[config.mk]
export PLATFORM = sky130hd
export DESIGN_NAME = adsq_core
export DESIGN_NICKNAME = d
export VERILOG_FILES = /design/src/logic/adsq_pkg.sv /design/src/logic/adsq_core.sv /design/src/logic/adsq_tad_gen.sv
export VERILOG_INCLUDE_DIRS = /design/src /design/src/logic
export SDC_FILE = /design/constraint.sdc
export NUM_CORES = 1
export LEC_CHECK = 0
export BUFFER_PORTS_ARGS = -buffer_cell sky130_fd_sc_hd__buf_2
export CAP_MARGIN = 20
export CORE_UTILIZATION = 30
export DETAILED_ROUTE_END_ITERATION = 16
export GPL_TIMING_DRIVEN = 0
export PLACE_DENSITY = 0.55
export SLEW_MARGIN = 15
export SYNTH_ARGS = -nofsm -noshare
export SYNTH_HDL_FRONTEND = slang
export SYNTH_HIERARCHICAL = 1
export SYNTH_SLANG_ARGS = --single-unit
[constraint.sdc]
create_clock -name core_clk -period 4.82 [get_ports core_clk]
set_clock_uncertainty 0.1 [all_clocks]
set_input_delay 0.964 -clock core_clk [delete_from_list [all_inputs] [get_ports core_clk]]
set_output_delay 0.964 -clock core_clk [all_outputs]
set_load 0.1 [all_outputs]
[src/logic/adsq_map.svh]
// Function
// - low reference from pin when bit5 set
// - high reference from pin when bit4 set
// - pin map code turns channels digital downward
// - justify bit 7 set means right justified
// - acquisition code selects 0 to 20 periods
// - clock code selects divider or rc clock
// - rc clock starts one instruction cycle late
// - rc clock lets conversion run in sleep
// - reset clears registers and aborts conversion
// - completion loads result, clears start, sets flag
// - zero acquisition starts conversion at once
// - nonzero acquisition samples then converts automatically
// - after conversion sampling resumes by itself
// - start bit stays set through both phases
// - conversion takes eleven bit periods
// - wait two bit periods before next acquisition
// - one result bit decided per bit period
// - hold capacitor disconnected during conversion
// - clearing start aborts, result kept
// - channel select code routes channel 0 to 12
`ifndef ADSQ_MAP_SVH
`define ADSQ_MAP_SVH
`define ADSQ_OFS_MAIN      3'h0
`define ADSQ_OFS_PORT      3'h1
`define ADSQ_OFS_TIMING    3'h2
`define ADSQ_OFS_RES_HI    3'h3
`define ADSQ_OFS_RES_LO    3'h4
`define ADSQ_OFS_FLAGS     3'h5
`define ADSQ_MAIN_RST      8'h00
`define ADSQ_PORT_RST      8'h00
`define ADSQ_TIMING_RST    8'h00
`define ADSQ_BIT_ON        0
`define ADSQ_BIT_GO        1
`define ADSQ_BIT_CHS_LO    2
`define ADSQ_BIT_VREFLO    5
`define ADSQ_BIT_VREFHI    4
`define ADSQ_BIT_JUSTIFY   7
`define ADSQ_BIT_ACQ_LO    3
`define ADSQ_BIT_IRQF      0
`define ADSQ_BIT_IRQE      1
`define ADSQ_CONV_TADS     4'd11
`define ADSQ_WAIT_TADS     4'd2
`define ADSQ_CLK_NS        100
`define ADSQ_TCY_NS        400
`define ADSQ_TCY_CYC       (((`ADSQ_TCY_NS) + (`ADSQ_CLK_NS) - 1) / (`ADSQ_CLK_NS))
`endif

[src/logic/adsq_pkg.sv]
`default_nettype none
package adsq_pkg;
   typedef enum logic [4:0] {
      ADSQ_SAMPLE  = 5'h01,
      ADSQ_DELAY   = 5'h02,
      ADSQ_ACQUIRE = 5'h04,
      ADSQ_CONVERT = 5'h08,
      ADSQ_WAIT    = 5'h10
   } adsq_state_t;
endpackage : adsq_pkg
`default_nettype wire

[src/logic/adsq_core.sv]
`timescale 1ns/1ps
`default_nettype none
`include "adsq_map.svh"
module adsq_core (
   input  wire logic                 core_clk,
   input  wire logic                 reset,
   input  wire logic [2:0]           reg_addr,
   input  wire logic [7:0]           reg_wdata,
   input  wire logic                 reg_wr,
   input  wire logic                 reg_rd,
   output logic      [7:0]           reg_rdata,
   input  wire logic                 rc_tick,
   input  wire logic                 comp_in,
   output logic      [3:0]           sample_channel,
   output logic                      sample_switch_closed,
   output logic                      low_ref_from_pin,
   output logic                      high_ref_from_pin,
   output logic      [12:0]          pin_analog_en,
   output logic      [9:0]           dac_code,
   output logic                      converter_irq_flag,
   output logic                      converter_irq
);
   import adsq_pkg::*;

   // software-visible registers
   logic        converter_power_on_r;
   logic        go_r;
   logic [3:0]  channel_select_r;
   logic [7:0]  port_cfg_r;
   logic [7:0]  timing_r;
   logic [7:0]  res_hi_r;
   logic [7:0]  res_lo_r;
   logic        irq_flag_r;
   logic        irq_en_r;
   logic [7:0]  reg_rdata_r;

   // sequencer state and phase counters
   adsq_state_t state_r;
   adsq_state_t state_nxt;
   logic [4:0]  tad_cnt_r;
   logic [1:0]  dly_cnt_r;
   logic        wait_extra_r;

   // approximation datapath
   logic [9:0]  sar_r;
   logic [9:0]  trial_r;

   // decoded strobes and events
   logic [4:0]  acq_tads;
   logic        tick;
   logic        tad_run;
   logic        wr_main;
   logic        wr_port;
   logic        wr_timing;
   logic        wr_res_hi;
   logic        wr_res_lo;
   logic        wr_flags;
   logic        done_evt;
   logic        abort_evt;
   logic [15:0] result_word;

   // index decode; unmapped indices match none of these
   assign wr_main   = reg_wr && reg_addr == `ADSQ_OFS_MAIN;
   assign wr_port   = reg_wr && reg_addr == `ADSQ_OFS_PORT;
   assign wr_timing = reg_wr && reg_addr == `ADSQ_OFS_TIMING;
   assign wr_res_hi = reg_wr && reg_addr == `ADSQ_OFS_RES_HI;
   assign wr_res_lo = reg_wr && reg_addr == `ADSQ_OFS_RES_LO;
   assign wr_flags  = reg_wr && reg_addr == `ADSQ_OFS_FLAGS;

   // divider runs in acquire, convert and wait; the delay phase is timed in clocks
   assign tad_run = state_r == ADSQ_ACQUIRE || state_r == ADSQ_CONVERT
                 || state_r == ADSQ_WAIT;

   adsq_tad_gen u_tad (
      .core_clk (core_clk),
      .reset    (reset),
      .run      (tad_run),
      .sel      (timing_r[2:0]),
      .rc_tick  (rc_tick),
      .tick     (tick)
   );

   // acquisition length in bit periods
   always_comb begin
      case (timing_r[`ADSQ_BIT_ACQ_LO +: 3])
         3'h7:    acq_tads = 5'd20;
         3'h6:    acq_tads = 5'd16;
         3'h5:    acq_tads = 5'd12;
         3'h4:    acq_tads = 5'd8;
         3'h3:    acq_tads = 5'd6;
         3'h2:    acq_tads = 5'd4;
         3'h1:    acq_tads = 5'd2;
         default: acq_tads = 5'd0;
      endcase
   end

   // conversion finishes on the last bit period
   assign done_evt  = state_r == ADSQ_CONVERT && tick
                   && tad_cnt_r == 5'(`ADSQ_CONV_TADS - 4'd1);
   // software dropping start or power mid-conversion aborts it
   assign abort_evt = (state_r == ADSQ_DELAY || state_r == ADSQ_ACQUIRE
                   || state_r == ADSQ_CONVERT)
                   && ((wr_main && !reg_wdata[`ADSQ_BIT_GO])
                   || !converter_power_on_r);

   // sequencer transitions
   always_comb begin
      state_nxt = state_r;
      case (state_r)
         // start needs power; rc clock takes the sleep delay first
         ADSQ_SAMPLE: begin
            if (go_r && converter_power_on_r) begin
               if (timing_r[1:0] == 2'h3) begin
                  state_nxt = ADSQ_DELAY;
               end else if (acq_tads == 5'd0) begin
                  state_nxt = ADSQ_CONVERT;
               end else begin
                  state_nxt = ADSQ_ACQUIRE;
               end
            end
         end
         // one instruction cycle with the divider held
         ADSQ_DELAY: begin
            if (abort_evt) begin
               state_nxt = ADSQ_WAIT;
            end else if (dly_cnt_r == 2'(`ADSQ_TCY_CYC - 1)) begin
               state_nxt = (acq_tads == 5'd0) ? ADSQ_CONVERT : ADSQ_ACQUIRE;
            end
         end
         // programmed acquisition, switch still closed
         ADSQ_ACQUIRE: begin
            if (abort_evt) begin
               state_nxt = ADSQ_WAIT;
            end else if (tick && tad_cnt_r == acq_tads - 5'd1) begin
               state_nxt = ADSQ_CONVERT;
            end
         end
         // eleven periods; abort and completion both leave via the wait
         ADSQ_CONVERT: begin
            if (abort_evt || done_evt) begin
               state_nxt = ADSQ_WAIT;
            end
         end
         // post wait; after an abort the first tick is partial
         ADSQ_WAIT: begin
            if (tick && tad_cnt_r == 5'(`ADSQ_WAIT_TADS - 4'd1)
                                     + {4'd0, wait_extra_r}) begin
               state_nxt = ADSQ_SAMPLE;
            end
         end
         default: state_nxt = ADSQ_SAMPLE;
      endcase
   end

   // state register; reset drops any conversion
   always_ff @(posedge core_clk) begin
      if (reset) begin
         state_r <= ADSQ_SAMPLE;
      end else begin
         state_r <= state_nxt;
      end
   end

   // bit-period counter restarts on each phase change
   always_ff @(posedge core_clk) begin
      if (reset || state_nxt != state_r) begin
         tad_cnt_r <= 5'd0;
      end else if (tick) begin
         tad_cnt_r <= tad_cnt_r + 5'd1;
      end
   end

   // one instruction cycle of delay before the rc clock starts
   always_ff @(posedge core_clk) begin
      if (reset || state_r != ADSQ_DELAY) begin
         dly_cnt_r <= 2'd0;
      end else begin
         dly_cnt_r <= dly_cnt_r + 2'd1;
      end
   end

   // an abort lands mid-period, so one extra tick keeps two full periods
   always_ff @(posedge core_clk) begin
      if (reset || state_r == ADSQ_SAMPLE) begin
         wait_extra_r <= 1'b0;
      end else if (abort_evt) begin
         wait_extra_r <= 1'b1;
      end
   end

   // successive approximation, msb first, one bit per period
   always_ff @(posedge core_clk) begin
      if (reset || state_r != ADSQ_CONVERT) begin
         sar_r   <= 10'h000;
         trial_r <= 10'h200;
      end else if (tick && tad_cnt_r != 5'd0) begin
         // period 0 settles the dac; periods 1..10 decide bits
         sar_r   <= (sar_r | trial_r) & ~(comp_in ? 10'h000 : trial_r);
         trial_r <= trial_r >> 1;
      end
   end

   assign dac_code = sar_r | trial_r;

   // final bit is folded in as the result is stored
   logic [9:0] sar_final;
   assign sar_final   = (sar_r | trial_r) & ~(comp_in ? 10'h000 : trial_r);
   assign result_word = timing_r[`ADSQ_BIT_JUSTIFY]
                      ? {6'h00, sar_final}
                      : {sar_final, 6'h00};

   // power and channel select
   always_ff @(posedge core_clk) begin
      if (reset) begin
         converter_power_on_r <= 1'(`ADSQ_MAIN_RST >> `ADSQ_BIT_ON);
         channel_select_r     <= 4'h0;
      end else if (wr_main) begin
         converter_power_on_r <= reg_wdata[`ADSQ_BIT_ON];
         channel_select_r     <= reg_wdata[`ADSQ_BIT_CHS_LO +: 4];
      end
   end

   // start bit; a start in the same write as power-on is dropped on purpose,
   // so the analog front end has a cycle to come up before sampling is cut
   always_ff @(posedge core_clk) begin
      if (reset) begin
         go_r <= 1'b0;
      end else if (wr_main) begin
         go_r <= reg_wdata[`ADSQ_BIT_GO] && converter_power_on_r && !done_evt;
      end else if (done_evt || !converter_power_on_r) begin
         go_r <= 1'b0;
      end
   end

   // port configuration; bits 7:6 do not exist and read 0
   always_ff @(posedge core_clk) begin
      if (reset) begin
         port_cfg_r <= `ADSQ_PORT_RST;
      end else if (wr_port) begin
         port_cfg_r <= reg_wdata & 8'h3f;
      end
   end

   // timing and format; a change mid-conversion retimes the phase in flight
   always_ff @(posedge core_clk) begin
      if (reset) begin
         timing_r <= `ADSQ_TIMING_RST;
      end else if (wr_timing) begin
         timing_r <= reg_wdata & 8'hbf;
      end
   end

   // result high byte; aborted conversions leave it untouched
   always_ff @(posedge core_clk) begin
      if (reset) begin
         res_hi_r <= 8'h00;
      end else if (done_evt && !abort_evt) begin
         res_hi_r <= result_word[15:8];
      end else if (wr_res_hi) begin
         res_hi_r <= reg_wdata;
      end
   end

   // result low byte; completion beats a software write
   always_ff @(posedge core_clk) begin
      if (reset) begin
         res_lo_r <= 8'h00;
      end else if (done_evt && !abort_evt) begin
         res_lo_r <= result_word[7:0];
      end else if (wr_res_lo) begin
         res_lo_r <= reg_wdata;
      end
   end

   // flag: completion wins over a software clear in the same cycle
   always_ff @(posedge core_clk) begin
      if (reset) begin
         irq_flag_r <= 1'b0;
      end else if (done_evt && !abort_evt) begin
         irq_flag_r <= 1'b1;
      end else if (wr_flags) begin
         irq_flag_r <= reg_wdata[`ADSQ_BIT_IRQF];
      end
   end

   // interrupt enable; the request output is just flag and enable
   always_ff @(posedge core_clk) begin
      if (reset) begin
         irq_en_r <= 1'b0;
      end else if (wr_flags) begin
         irq_en_r <= reg_wdata[`ADSQ_BIT_IRQE];
      end
   end

   // read data one cycle after the strobe
   always_ff @(posedge core_clk) begin
      if (reset) begin
         reg_rdata_r <= 8'h00;
      end else if (reg_rd) begin
         case (reg_addr)
            `ADSQ_OFS_MAIN:   reg_rdata_r <= {2'h0, channel_select_r, go_r,
                                              converter_power_on_r};
            `ADSQ_OFS_PORT:   reg_rdata_r <= port_cfg_r;
            `ADSQ_OFS_TIMING: reg_rdata_r <= timing_r;
            `ADSQ_OFS_RES_HI: reg_rdata_r <= res_hi_r;
            `ADSQ_OFS_RES_LO: reg_rdata_r <= res_lo_r;
            `ADSQ_OFS_FLAGS:  reg_rdata_r <= {6'h00, irq_en_r, irq_flag_r};
            default:          reg_rdata_r <= 8'h00;
         endcase
      end else begin
         reg_rdata_r <= 8'h00;
      end
   end

   assign reg_rdata = reg_rdata_r;

   // analog routing
   assign low_ref_from_pin  = port_cfg_r[`ADSQ_BIT_VREFLO];
   assign high_ref_from_pin = port_cfg_r[`ADSQ_BIT_VREFHI];
   assign sample_channel    = channel_select_r;
   // holding cap on the pin only while sampling; open through the post wait
   assign sample_switch_closed = converter_power_on_r
                              && (state_r == ADSQ_SAMPLE || state_r == ADSQ_DELAY
                              || state_r == ADSQ_ACQUIRE);

   // code c leaves channels below 15-c analog; codes 0..2 keep all thirteen
   // a plain compare instead of a table, so all sixteen codes share one path
   genvar gi;
   generate
      for (gi = 0; gi < 13; gi = gi + 1) begin : g_pin
         assign pin_analog_en[gi] = {1'b0, port_cfg_r[3:0]} < 5'(15 - gi);
      end
   endgenerate

   assign converter_irq_flag = irq_flag_r;
   assign converter_irq      = irq_flag_r && irq_en_r;
endmodule : adsq_core
`default_nettype wire

[src/logic/adsq_tad_gen.sv]
`timescale 1ns/1ps
`default_nettype none
module adsq_tad_gen (
   input  wire logic       core_clk,
   input  wire logic       reset,
   input  wire logic       run,
   input  wire logic [2:0] sel,
   input  wire logic       rc_tick,
   output logic            tick
);
   logic [5:0] cnt_r;
   logic [5:0] lim;

   // bit period less one, in oscillator periods, per clock code
   always_comb begin
      case (sel)
         3'h0:    lim = 6'h01;
         3'h4:    lim = 6'h03;
         3'h1:    lim = 6'h07;
         3'h5:    lim = 6'h0f;
         3'h2:    lim = 6'h1f;
         3'h6:    lim = 6'h3f;
         default: lim = 6'h00;
      endcase
   end

   // divider restarts when idle, so a phase begins aligned unless an abort or the rc clock starts it mid-period
   always_ff @(posedge core_clk) begin
      if (reset || !run || sel[1:0] == 2'h3) begin
         cnt_r <= 6'h00;
      end else if (cnt_r == lim) begin
         cnt_r <= 6'h00;
      end else begin
         cnt_r <= cnt_r + 6'h01;
      end
   end

   assign tick = run && ((sel[1:0] == 2'h3) ? rc_tick : (cnt_r == lim));
endmodule : adsq_tad_gen
`default_nettype wire

==> impl_results.md, run 1 <==
* DRC at 0
* Yosys top cell by area: dfxtp_1
* # diodes at 0
* CTS tree: done
* Post-route setup TNS at 0 ns
* Post-Synth Simple-Gate Area at 0.260
* Share of post-route cells with drive strength above 1 at 0.164
* Area of the core at 0.0148 mm2
* Unrepaired setup endpoints after global routing: no
* Place WS at 0.617 ns
* Hold Path Depth at 1
* I/O pins at 57
* Final worst-path cycle share at 0.880
* Min-Delay Startpoint: dly_cnt_r[0]
* Library cells used by synthesis at 63
* Die ar. at 0.0158 mm2
* Hold Crit Endpoint: dly_cnt_r[0]
* Total GRT Usage at 0.165
* Count leader, synth: nor2_1
* Post-synth top area share at 0.366
* Final core utilization at 0.365
* Worst-Margin Slew at 0.770 ns
* Largest family of logic cells by synthesized area: simple AND/OR/NAND/NOR gates
* Worst r2r src: state_r[4]
* FMAX at 236 MHz
* Via/cell ratio at 5.08
* PortBufs at 54
* H-tree depth at 3
* Final Max Tran Viols at 0
* Routed length per instance at 15.4 um
* Reg-to-reg slack, setup at 0.58 ns
* Synthesized Nets at 598
* Drt first-iter violations at 292
* Period minus WS final at 4.24 ns
* Clock sinks at 84
* Ys async rst share at 0
* Global placement routability congestion at 0.866
* Static Leakage at 2.00 nW
* Longest Clk Path Bufs at 2
* Final hold vios at 0
* Flops & latches, synth at 84
* Largest net degree at the start of global routing at 15
* CTS clk-pin slew, worst paths at 0.06 ns
* Synth Area in Adders at 0.0300
* Crit Path Max Fanout at 10
* Grt ovf at 0
* Synthesis Warnings at 6
* Vias in the first global route at 4070
* Die extent in x at 126 um
* Sequential area share after synthesis at 0.366
* Compound-cell area share of the yosys netlist at 0.172
* CTS buffer count at 9
* Number of synthesized flops with an enable pin at 0
* Outcome: completed
* # hold bufs at CTS at 0
* HP Class: flop to flop
* Post-CTS Resized at 0
* Synth Cell Area at 0.00459 mm2
* R2r endpoint: tad_cnt_r[1]
* Worst reg2reg path depth at 11
* Req. time, crit path at 4.93 ns
* Initial Util at 0.311
* Detailed Place HPWL at 9590 um
* Peak VDD IR at 0.201 mV
* Antenna violations before repair at 0
* Final nets at 663
* Multiplexer share of the synthesized area at 0.0831
* Worst Slack Setup Final at 0.579 ns
* Crit path arrival time at 4.35 ns
* Antenna viol nets, final at 0
* # rows at 44
* Synthesized instance count at 570
* Worst-Skew Late Latency at 0.34 ns
* Setup Buffers After CTS at 0
* CP startpoint kind: flop
* Worst rel slew slack at 0.473
* Final setup fails at 0
* Leading post-synthesis cells by cell area: dfxtp_1 37%, mux2i_1 8.1%, nor2_1 6.9%
* Vias at 4180
* Global-route wire length before repair at 20800 um
* Total of max-cap violations at 0
* Syn avg cell area at 8.06 um2
* Synth Area in XOR/XNOR at 0.0343
* CTS root buffer: clkbuf_16
* Pre-Repair DR Iteration Count at 5
* Critical path type: flop to flop
* Tot Pwr at 1.51 mW
* Crit end category: flop
* Die H at 126 um
* Routed WL at 12700 um
* Layout area overhead at 17.2%
* Top_reg_cell synth: dfxtp_1
* Synth cell count leaders: 85 x nor2_1, 84 x dfxtp_1, 50 x nand2_1
* PwrDens at 280 mW/mm2
cells in the final DEF, fill, tap and decap left out, types with 3 or more instances in the layout:
cell type	n
nor2b_1	7
a21oi_1	42
a32oi_1	3
o22a_1	3
xnor2_1	13
or3_1	5
mux2i_1	37
clkbuf_16	9
dfxtp_1	84
nand2_1	50
nand2b_1	9
nand3_1	24
buf_1	3
ha_1	11
nor3b_1	7
o211ai_1	3
buf_4	3
a211oi_1	20
inv_1	18
buf_6	3
nor2_1	85
a31oi_1	3
xor2_1	5
or2_2	12
clkbuf_1	26
nand3b_1	3
nand4_1	4
o21ai_0	16
nor3_1	21
buf_2	56
and2_1	5
area by class of cell:
cell class	count	area, um2
inverter	18	67.6
timing repair buffer	54	270
clock buffer	10	229
clock inverter	5	61.3
multi-input combinational	430	2660
sequential	84	1680
tap	184	230
fill	1565	9370
buffer	38	181
worst max path at each step:
stage / start / to / slack (ns)
2_1_floorplan: port_cfg_r[1] / pin_analog_en[4] / 1.00
3_3_place_gp: state_r[4] / tad_cnt_r[4] / 0.63
3_5_place_dp: state_r[4] / tad_cnt_r[1] / 0.62
4_1_cts: state_r[4] / tad_cnt_r[0] / 0.55
5_1_grt: state_r[4] / tad_cnt_r[2] / 0.19
6_report: state_r[4] / tad_cnt_r[1] / 0.58
power breakdown:
part	switching (mW)	internal [mW]	total, mW
clock	0.275	0.401	0.676
combinational	0.0842	0.0344	0.119
sequential	0.00798	0.703	0.711
total	0.367	1.14	1.51
registers in the layout, summed over array words and instances, names as in the netlist:
register              flops
converter_irq_flag        1
converter_power_on_r      1
dly_cnt_r                 2
go_r                      1
irq_en_r                  1
port_cfg_r                6
reg_rdata                 8
res_hi_r                  8
res_lo_r                  8
sample_channel            4
sar_r                    10
state_r                   5
tad_cnt_r                 5
timing_r                  7
trial_r                  10
u_tad/cnt_r               6
wait_extra_r              1
per-layer routing:
metal	up-vias	routed length (um)	track usage
li1	2116	-	-
met1	1930	6140	0.220
met2	110	5650	0.265
met3	24	576	0.0285
met4	0	302	0.0638
met5	-	0	0
critical path: stages (launching register included):
cell       delay (ns)
dfxtp_1          0.39
or3_1            0.43
or3b_1           0.45
nand3_1          0.14
nand3b_1         0.09
o41ai_1          0.55
clkbuf_1         0.41
nand3_1          0.13
a2111oi_0        0.72
a21boi_0         0.25
o211ai_2         0.34
nor4b_2          0.09
cells by family (layout without fill, tap and decap cells):
| logic type | count (synthesis) | in the layout |
|---|---|---|
| adders and majority gates | 11 | 11 |
| and+or+nand+nor | 245 | 245 |
| muxes | 38 | 38 |
| buffers and inverters | 56 | 125 |
| xor gates and xnor gates | 18 | 18 |
| DFF | 84 | 84 |
| AOI/OAI and AO/OA | 118 | 118 |
stage by stage:
step | area, um2 | hold WS, ns | cells
after floorplan | 4590 | 0.308 | 570
final | 5380 | 0.330 | 823
after CTS | 5380 | 0.338 | 823
after global placement | 5090 | 0.318 | 808
after global routing | 5380 | 0.369 | 823
after detailed placement | 5090 | 0.329 | 808
Power figures use the tool's default switching activity.
==> run 2: changes to the inputs <==
--- a/config.mk
+++ b/config.mk
@@ -6,14 +6,16 @@
 export SDC_FILE = /design/constraint.sdc
 export NUM_CORES = 1
 export LEC_CHECK = 0
-export BUFFER_PORTS_ARGS = -buffer_cell sky130_fd_sc_hd__buf_2
 export CAP_MARGIN = 20
 export CORE_UTILIZATION = 30
 export DETAILED_ROUTE_END_ITERATION = 16
+export DONT_BUFFER_PORTS = 1
 export GPL_TIMING_DRIVEN = 0
-export PLACE_DENSITY = 0.55
+export PLACE_DENSITY = 0.52
+export REMOVE_ABC_BUFFERS = 1
 export SLEW_MARGIN = 15
 export SYNTH_ARGS = -nofsm -noshare
 export SYNTH_HDL_FRONTEND = slang
 export SYNTH_HIERARCHICAL = 1
 export SYNTH_SLANG_ARGS = --single-unit
+export TNS_END_PERCENT = 1
==> run 2 against run 1 <==
Effect of this change:
- design area shrank 6.4%
- sequential share of layout area grew 2.1 points
- critical path depth shrank 1
- global-route usage shrank 1.4 points
- flip-flop and latch count is the same
- largest cell class unchanged
==> impl_results.md, run 2 (synthesized netlist as in run 1, its figures left out) <==
* Clock sinks at 84
* Detailed Place HPWL at 8350 um
* Static Leakage at 1.72 nW
* Grt ovf at 0
* CTS clk-pin slew, worst paths at 0.06 ns
* Longest Clk Path Bufs at 2
* Final setup fails at 0
* Final core utilization at 0.342
* Vias in the first global route at 3567
* Worst r2r src: state_r[3]
* Global-route wire length before repair at 19000 um
* Drt first-iter violations at 243
* # diodes at 0
* Global placement routability congestion at 0.788
* Worst-Margin Slew at 1.19 ns
* Via/cell ratio at 5.24
* Total of max-cap violations at 0
* Min-Delay Startpoint: dly_cnt_r[0]
* # hold bufs at CTS at 0
* Unrepaired setup endpoints after global routing: no
* CTS root buffer: clkbuf_16
* Filler Cell Count at 1556
* Post-CTS Resized at 0
* PortBufs at 0
* Crit path arrival time at 4.15 ns
* Area of the core at 0.0148 mm2
* Fin cells at 736
* Worst rel slew slack at 0.209
* Placed insts at 720
* Total GRT Usage at 0.151
* Crit path launch: state_r[3]
* Commonest non-fill, non-tap cell in the layout: dfxtp_1
* Final hold vios at 0
* Hold Path Depth at 1
* Period minus WS final at 4.02 ns
* Worst reg2reg path depth at 10
* Vias at 3860
* Largest registers: sar_r x10, trial_r x10
* Routed length per instance at 15.9 um
* Routed WL at 11700 um
* Final nets at 575
* CTS tree: done
* # rows at 44
* Hold Crit Endpoint: dly_cnt_r[0]
* HP Class: flop to flop
* Outcome: completed
* Peak VDD IR at 0.220 mV
* Pre-Repair DR Iteration Count at 5
* Initial Util at 0.311
* Final Max Tran Viols at 0
* Reg-to-reg slack, setup at 0.80 ns
* CP startpoint kind: flop
* R2r endpoint: res_lo_r[1]
* Layout area overhead at 9.70%
* Die extent in x at 126 um
* CTS buffer count at 9
* Final worst-path cycle share at 0.834
* Crit Path Max Fanout at 17
* Worst-Skew Late Latency at 0.34 ns
* Req. time, crit path at 4.95 ns
* Share of post-route cells with drive strength above 1 at 0.103
* Die ar. at 0.0158 mm2
* Setup Buffers After CTS at 0
* Crit end category: flop
* Critical path type: flop to flop
* DRC at 0
* FMAX at 249 MHz
* I/O pins at 57
* Commonest non-fill, non-tap cells in the layout: 84 x dfxtp_1, 83 x nor2_1, 50 x nand2_1
* H-tree depth at 3
* Largest net degree at the start of global routing at 50
* Die H at 126 um
* PwrDens at 296 mW/mm2
* Antenna violations before repair at 0
* Antenna viol nets, final at 0
[run 2: changes by cell type in the layout (fill, tap and decap cells not counted), moves of 3 or more]
| cell | previous run | this run |
|---|---|---|
| buf_6 | 3 | 0 |
| clkbuf_1 | 26 | 0 |
| buf_1 | 3 | 0 |
| buf_2 | 56 | 0 |
[run 2: routing by layer]
| metal | vias to the layer above | wire length, um | GRT usage | share of wire |
|---|---|---|---|---|
| met5 | - | 0 | 0 | 0 |
| met4 | 0 | 159 | 0.0475 | 0.014 |
| met3 | 13 | 743 | 0.0455 | 0.064 |
| met2 | 97 | 5170 | 0.235 | 0.44 |
| met1 | 1808 | 5590 | 0.199 | 0.48 |
| li1 | 1942 | - | - | - |
[run 2: worst max-delay path: stages (launching register included)]
cell and delay, ns:
dfxtp_1 0.42, or3_1 0.47, or3b_1 0.44, nand3_1 0.15, nand3b_1 0.11, o41ai_2 0.45, nand4_1 0.35, or3_1 0.73
and2_1 0.34, nor3_1 0.28, nor3_1 0.08
[run 2: stage by stage]
| stage | hold slack [ns] | setup slack, ns | TNS [ns] | cell area (um2) | power (mW) |
|---|---|---|---|---|---|
| floorplan | 0.305 | 0.700 | 0 | 4410 | 0.793 |
| global placement | 0.314 | -0.593 | -9.67 | 4640 | 0.804 |
| detailed placement | 0.322 | 0.790 | 0 | 4740 | 0.808 |
| CTS | 0.332 | 0.767 | 0 | 5040 | 1.52 |
| global route | 0.350 | 0.498 | 0 | 5040 | 1.55 |
| finish | 0.329 | 0.799 | 0 | 5040 | 1.49 |
[run 2: area by class of cell]
class / instances / area, um2 / share of cell area
Multi-Input combinational cell: 430 / 2710 / 0.539
Inverter: 18 / 67.6 / 0.0134
Timing Repair Buffer: 4 / 45.0 / 0.00894
Clock buffer: 9 / 225 / 0.0447
Sequential cell: 84 / 1680 / 0.334
Clock inverter: 7 / 75.1 / 0.0149
Tap cell: 184 / 230 / 0.0457
[run 2: worst max-delay path by stage]
stage                       end  slack (ns)  depth (start not counted)
finish              res_lo_r[1]        0.80                         10
global route        res_hi_r[1]        0.50                         10
CTS                 res_hi_r[7]        0.77                         10
detailed placement  res_hi_r[7]        0.79                         10
global placement    res_lo_r[1]       -0.59                         10
floorplan           res_lo_r[0]        0.70                         10
[run 2: power by group]
| part | switching (mW) | internal [mW] |
|---|---|---|
| registers | 0.0232 | 0.703 |
| logic | 0.0399 | 0.0259 |
| clock network | 0.295 | 0.405 |
==> run 3: changes to the inputs <==
--- a/config.mk
+++ b/config.mk
@@ -6,6 +6,7 @@
 export SDC_FILE = /design/constraint.sdc
 export NUM_CORES = 1
 export LEC_CHECK = 0
+export ABC_AREA = 1
 export CAP_MARGIN = 20
 export CORE_UTILIZATION = 30
 export DETAILED_ROUTE_END_ITERATION = 16
==> constraint.sdc (replaced) <==
create_clock -name core_clk -period 4.19 [get_ports core_clk]
set_clock_uncertainty 0.1 [all_clocks]
set_input_delay 0.838 -clock core_clk [delete_from_list [all_inputs] [get_ports core_clk]]
set_output_delay 0.838 -clock core_clk [all_outputs]
set_load 0.1 [all_outputs]
==> run 3 against run 2 <==
Effect of this change:
- global-route usage grew 1.1 points
- flip-flop and latch count did not move
- first-iteration DRC count fell by 13%
- largest power group is now clock
- highest routed layer unchanged
- critical path type unchanged
- wire length grew 0.25%
==> impl_results.md, run 3 <==
* Final Max Tran Viols at 0
* Global placement routability congestion at 0.820
* Commonest non-fill, non-tap cell in the layout: nand2_1
* Area of the core at 0.0141 mm2
* Unrepaired setup endpoints after global routing: no
* Fin cells at 794
* Leading post-synthesis cells by cell area: dfxtp_1 38%, o21ai_0 9.0%, nand2_1 8.4%
* Placed insts at 778
* Clock sinks at 84
* I/O pins at 57
* Worst-Skew Late Latency at 0.35 ns
* Tot Pwr at 1.84 mW
* DRC at 0
* Routed length per instance at 14.7 um
* Count leader, synth: nand2_1
* Uppermost layer routed: met4
* Grt ovf at 0
* Ys async rst share at 0
* Worst reg2reg path depth at 17
* Worst-Margin Slew at 1.18 ns
* Met2 WL at 5260 um
* Post-CTS Resized at 0
* Synthesized instance count at 618
* Largest registers: sar_r x10, trial_r x10
* Req. time, crit path at 4.36 ns
* Total of max-cap violations at 0
* # hold bufs at CTS at 0
* Hold Path Depth at 1
* Static Leakage at 1.98 nW
* Commonest non-fill, non-tap cells in the layout: 99 x nand2_1, 84 x dfxtp_1, 77 x inv_1, 77 x o21ai_0, 45 x nand3_1
* Final hold vios at 0
* Top_reg_cell synth: dfxtp_1
* CTS clk-pin slew, worst paths at 0.06 ns
* Global-route wire length before repair at 18600 um
* Min-Delay Startpoint: dly_cnt_r[0]
* Sequential area share after synthesis at 0.382
* Filler Cell Count at 1520
* Multi-input gate area at 0.00232 mm2
* Wl on met1 at 5480 um
* Hold Crit Endpoint: dly_cnt_r[0]
* Via/cell ratio at 5.04
* Syn avg cell area at 7.12 um2
* H-tree depth at 3
* Critical path type: flop to flop
* Number of synthesized flops with an enable pin at 0
* PortBufs at 0
* CTS tree: done
* Share of post-route cells with drive strength above 1 at 0.116
* Post-route setup TNS at 0 ns
* Worst rel slew slack at 0.214
* Final nets at 637
* Initial Util at 0.312
* Final worst-path cycle share at 0.850
* FMAX at 281 MHz
* Total GRT Usage at 0.162
* Outcome: completed
* Library cells used by synthesis at 40
* CP startpoint kind: flop
* Met3 routed WL at 788 um
* Synth cell count leaders: 99 x nand2_1, 84 x dfxtp_1, 79 x o21ai_0
* Vias in the first global route at 3757
* Pre-Repair DR Iteration Count at 4
* Final setup fails at 0
* Die H at 123 um
* Post-synth top area share at 0.382
* PwrDens at 374 mW/mm2
* Final core utilization at 0.349
* # diodes at 0
* Antenna violations before repair at 0
* Crit end category: flop
* Longest Clk Path Bufs at 2
* Largest net degree at the start of global routing at 40
* Die extent in x at 123 um
* HP Class: flop to flop
* Synthesis Warnings at 6
* Detailed Place HPWL at 8720 um
* Crit path arrival time at 3.73 ns
* R2r endpoint: res_lo_r[1]
* Drt first-iter violations at 211
* Flops & latches, synth at 84
* Worst r2r src: timing_r[1]
* Setup Buffers After CTS at 0
* Die ar. at 0.0152 mm2
* Reg-to-reg slack, setup at 0.63 ns
* Synth Cell Area at 0.00440 mm2
* # rows at 43
* Period minus WS final at 3.56 ns
* Routed WL at 11700 um
* Layout area overhead at 11.9%
* Yosys top cell by area: dfxtp_1
* Vias at 4000
* Storage cell area at 0.00168 mm2
* Peak VDD IR at 0.270 mV
* Antenna viol nets, final at 0
* CTS buffer count at 9
* Crit Path Max Fanout at 16
* CTS root buffer: clkbuf_16
run 3: changes by cell type in the layout (fill, tap and decap cells not counted), moves of 19 or more:
cell      previous run  this run
a31oi_1              3        22
inv_1               18        77
nand3_1             24        45
a211oi_1            20         1
nand2_1             50        99
nor2_1              83        41
o21ai_0             14        77
mux2i_1             37         0
run 3: kinds of logic after synthesis:
kind of cell,share of synthesized area
flip-flops,0.382
XOR/XNOR,0.0199
AO/OA/AOI/OAI,0.210
buffers and inverters,0.100
adder cells (fa/ha/maj),0.0313
AND/OR/NAND/NOR,0.256
run 3: per-layer routing:
layer  global-route usage  up-vias
met5                    0        -
met4               0.0572        0
met3               0.0535       10
met2                0.259       74
met1                0.202     1865
li1                     -     2051
run 3: how the worst max path moves through the flow:
stage | from | to | slack, ns | cells after the start
2_1_floorplan | port_cfg_r[1] | pin_analog_en[6] | 0.51 | 2
3_3_place_gp | timing_r[1] | trial_r[1] | -0.05 | 13
3_5_place_dp | timing_r[1] | res_lo_r[1] | 0.64 | 17
4_1_cts | timing_r[1] | res_lo_r[1] | 0.61 | 17
5_1_grt | timing_r[1] | res_lo_r[1] | 0.21 | 17
6_report | timing_r[1] | res_lo_r[1] | 0.63 | 17
run 3: area by class of cell:
| type | instances | area share |
|---|---|---|
| sequential | 84 | 0.342 |
| clock buffer | 12 | 0.0541 |
| timing repair buffer | 2 | 0.00635 |
| tap | 180 | 0.0457 |
| multi-input combinational | 426 | 0.471 |
| clock inverter | 4 | 0.0142 |
| inverter | 86 | 0.0666 |
run 3: power by group:
group          total, mW  switching, mW  leakage (nW)  internal (mW)
logic             0.0990         0.0756          1.13         0.0235
registers          0.847         0.0350         0.679          0.811
clock network      0.895          0.326         0.169          0.569
run 3: worst max-delay path, cell delays in order (launching register included):
cell and delay, ns:
dfxtp_1 0.46, inv_1 0.10, ha_1 0.31, inv_1 0.08
nand2_1 0.05, nand2_1 0.05, nand2_1 0.05, nor2_1 0.12
nand3_2 0.10, a21oi_1 0.48, nand2_1 0.15, nor2_1 0.20
nand2_2 0.12, inv_2 0.08, nand2_2 0.21, nand2_1 0.47
o21ai_0 0.14, a31oi_1 0.20
run 3: through the flow:
| stage | hold slack (ns) | instance area, um2 | worst slack, ns |
|---|---|---|---|
| 6_report | 0.327 | 4920 | 0.630 |
| 5_1_grt | 0.343 | 4920 | 0.210 |
| 4_1_cts | 0.330 | 4920 | 0.608 |
| 3_5_place_dp | 0.318 | 4590 | 0.638 |
| 3_3_place_gp | 0.313 | 4510 | -0.0455 |
| 2_1_floorplan | 0.305 | 4290 | 0.512 |
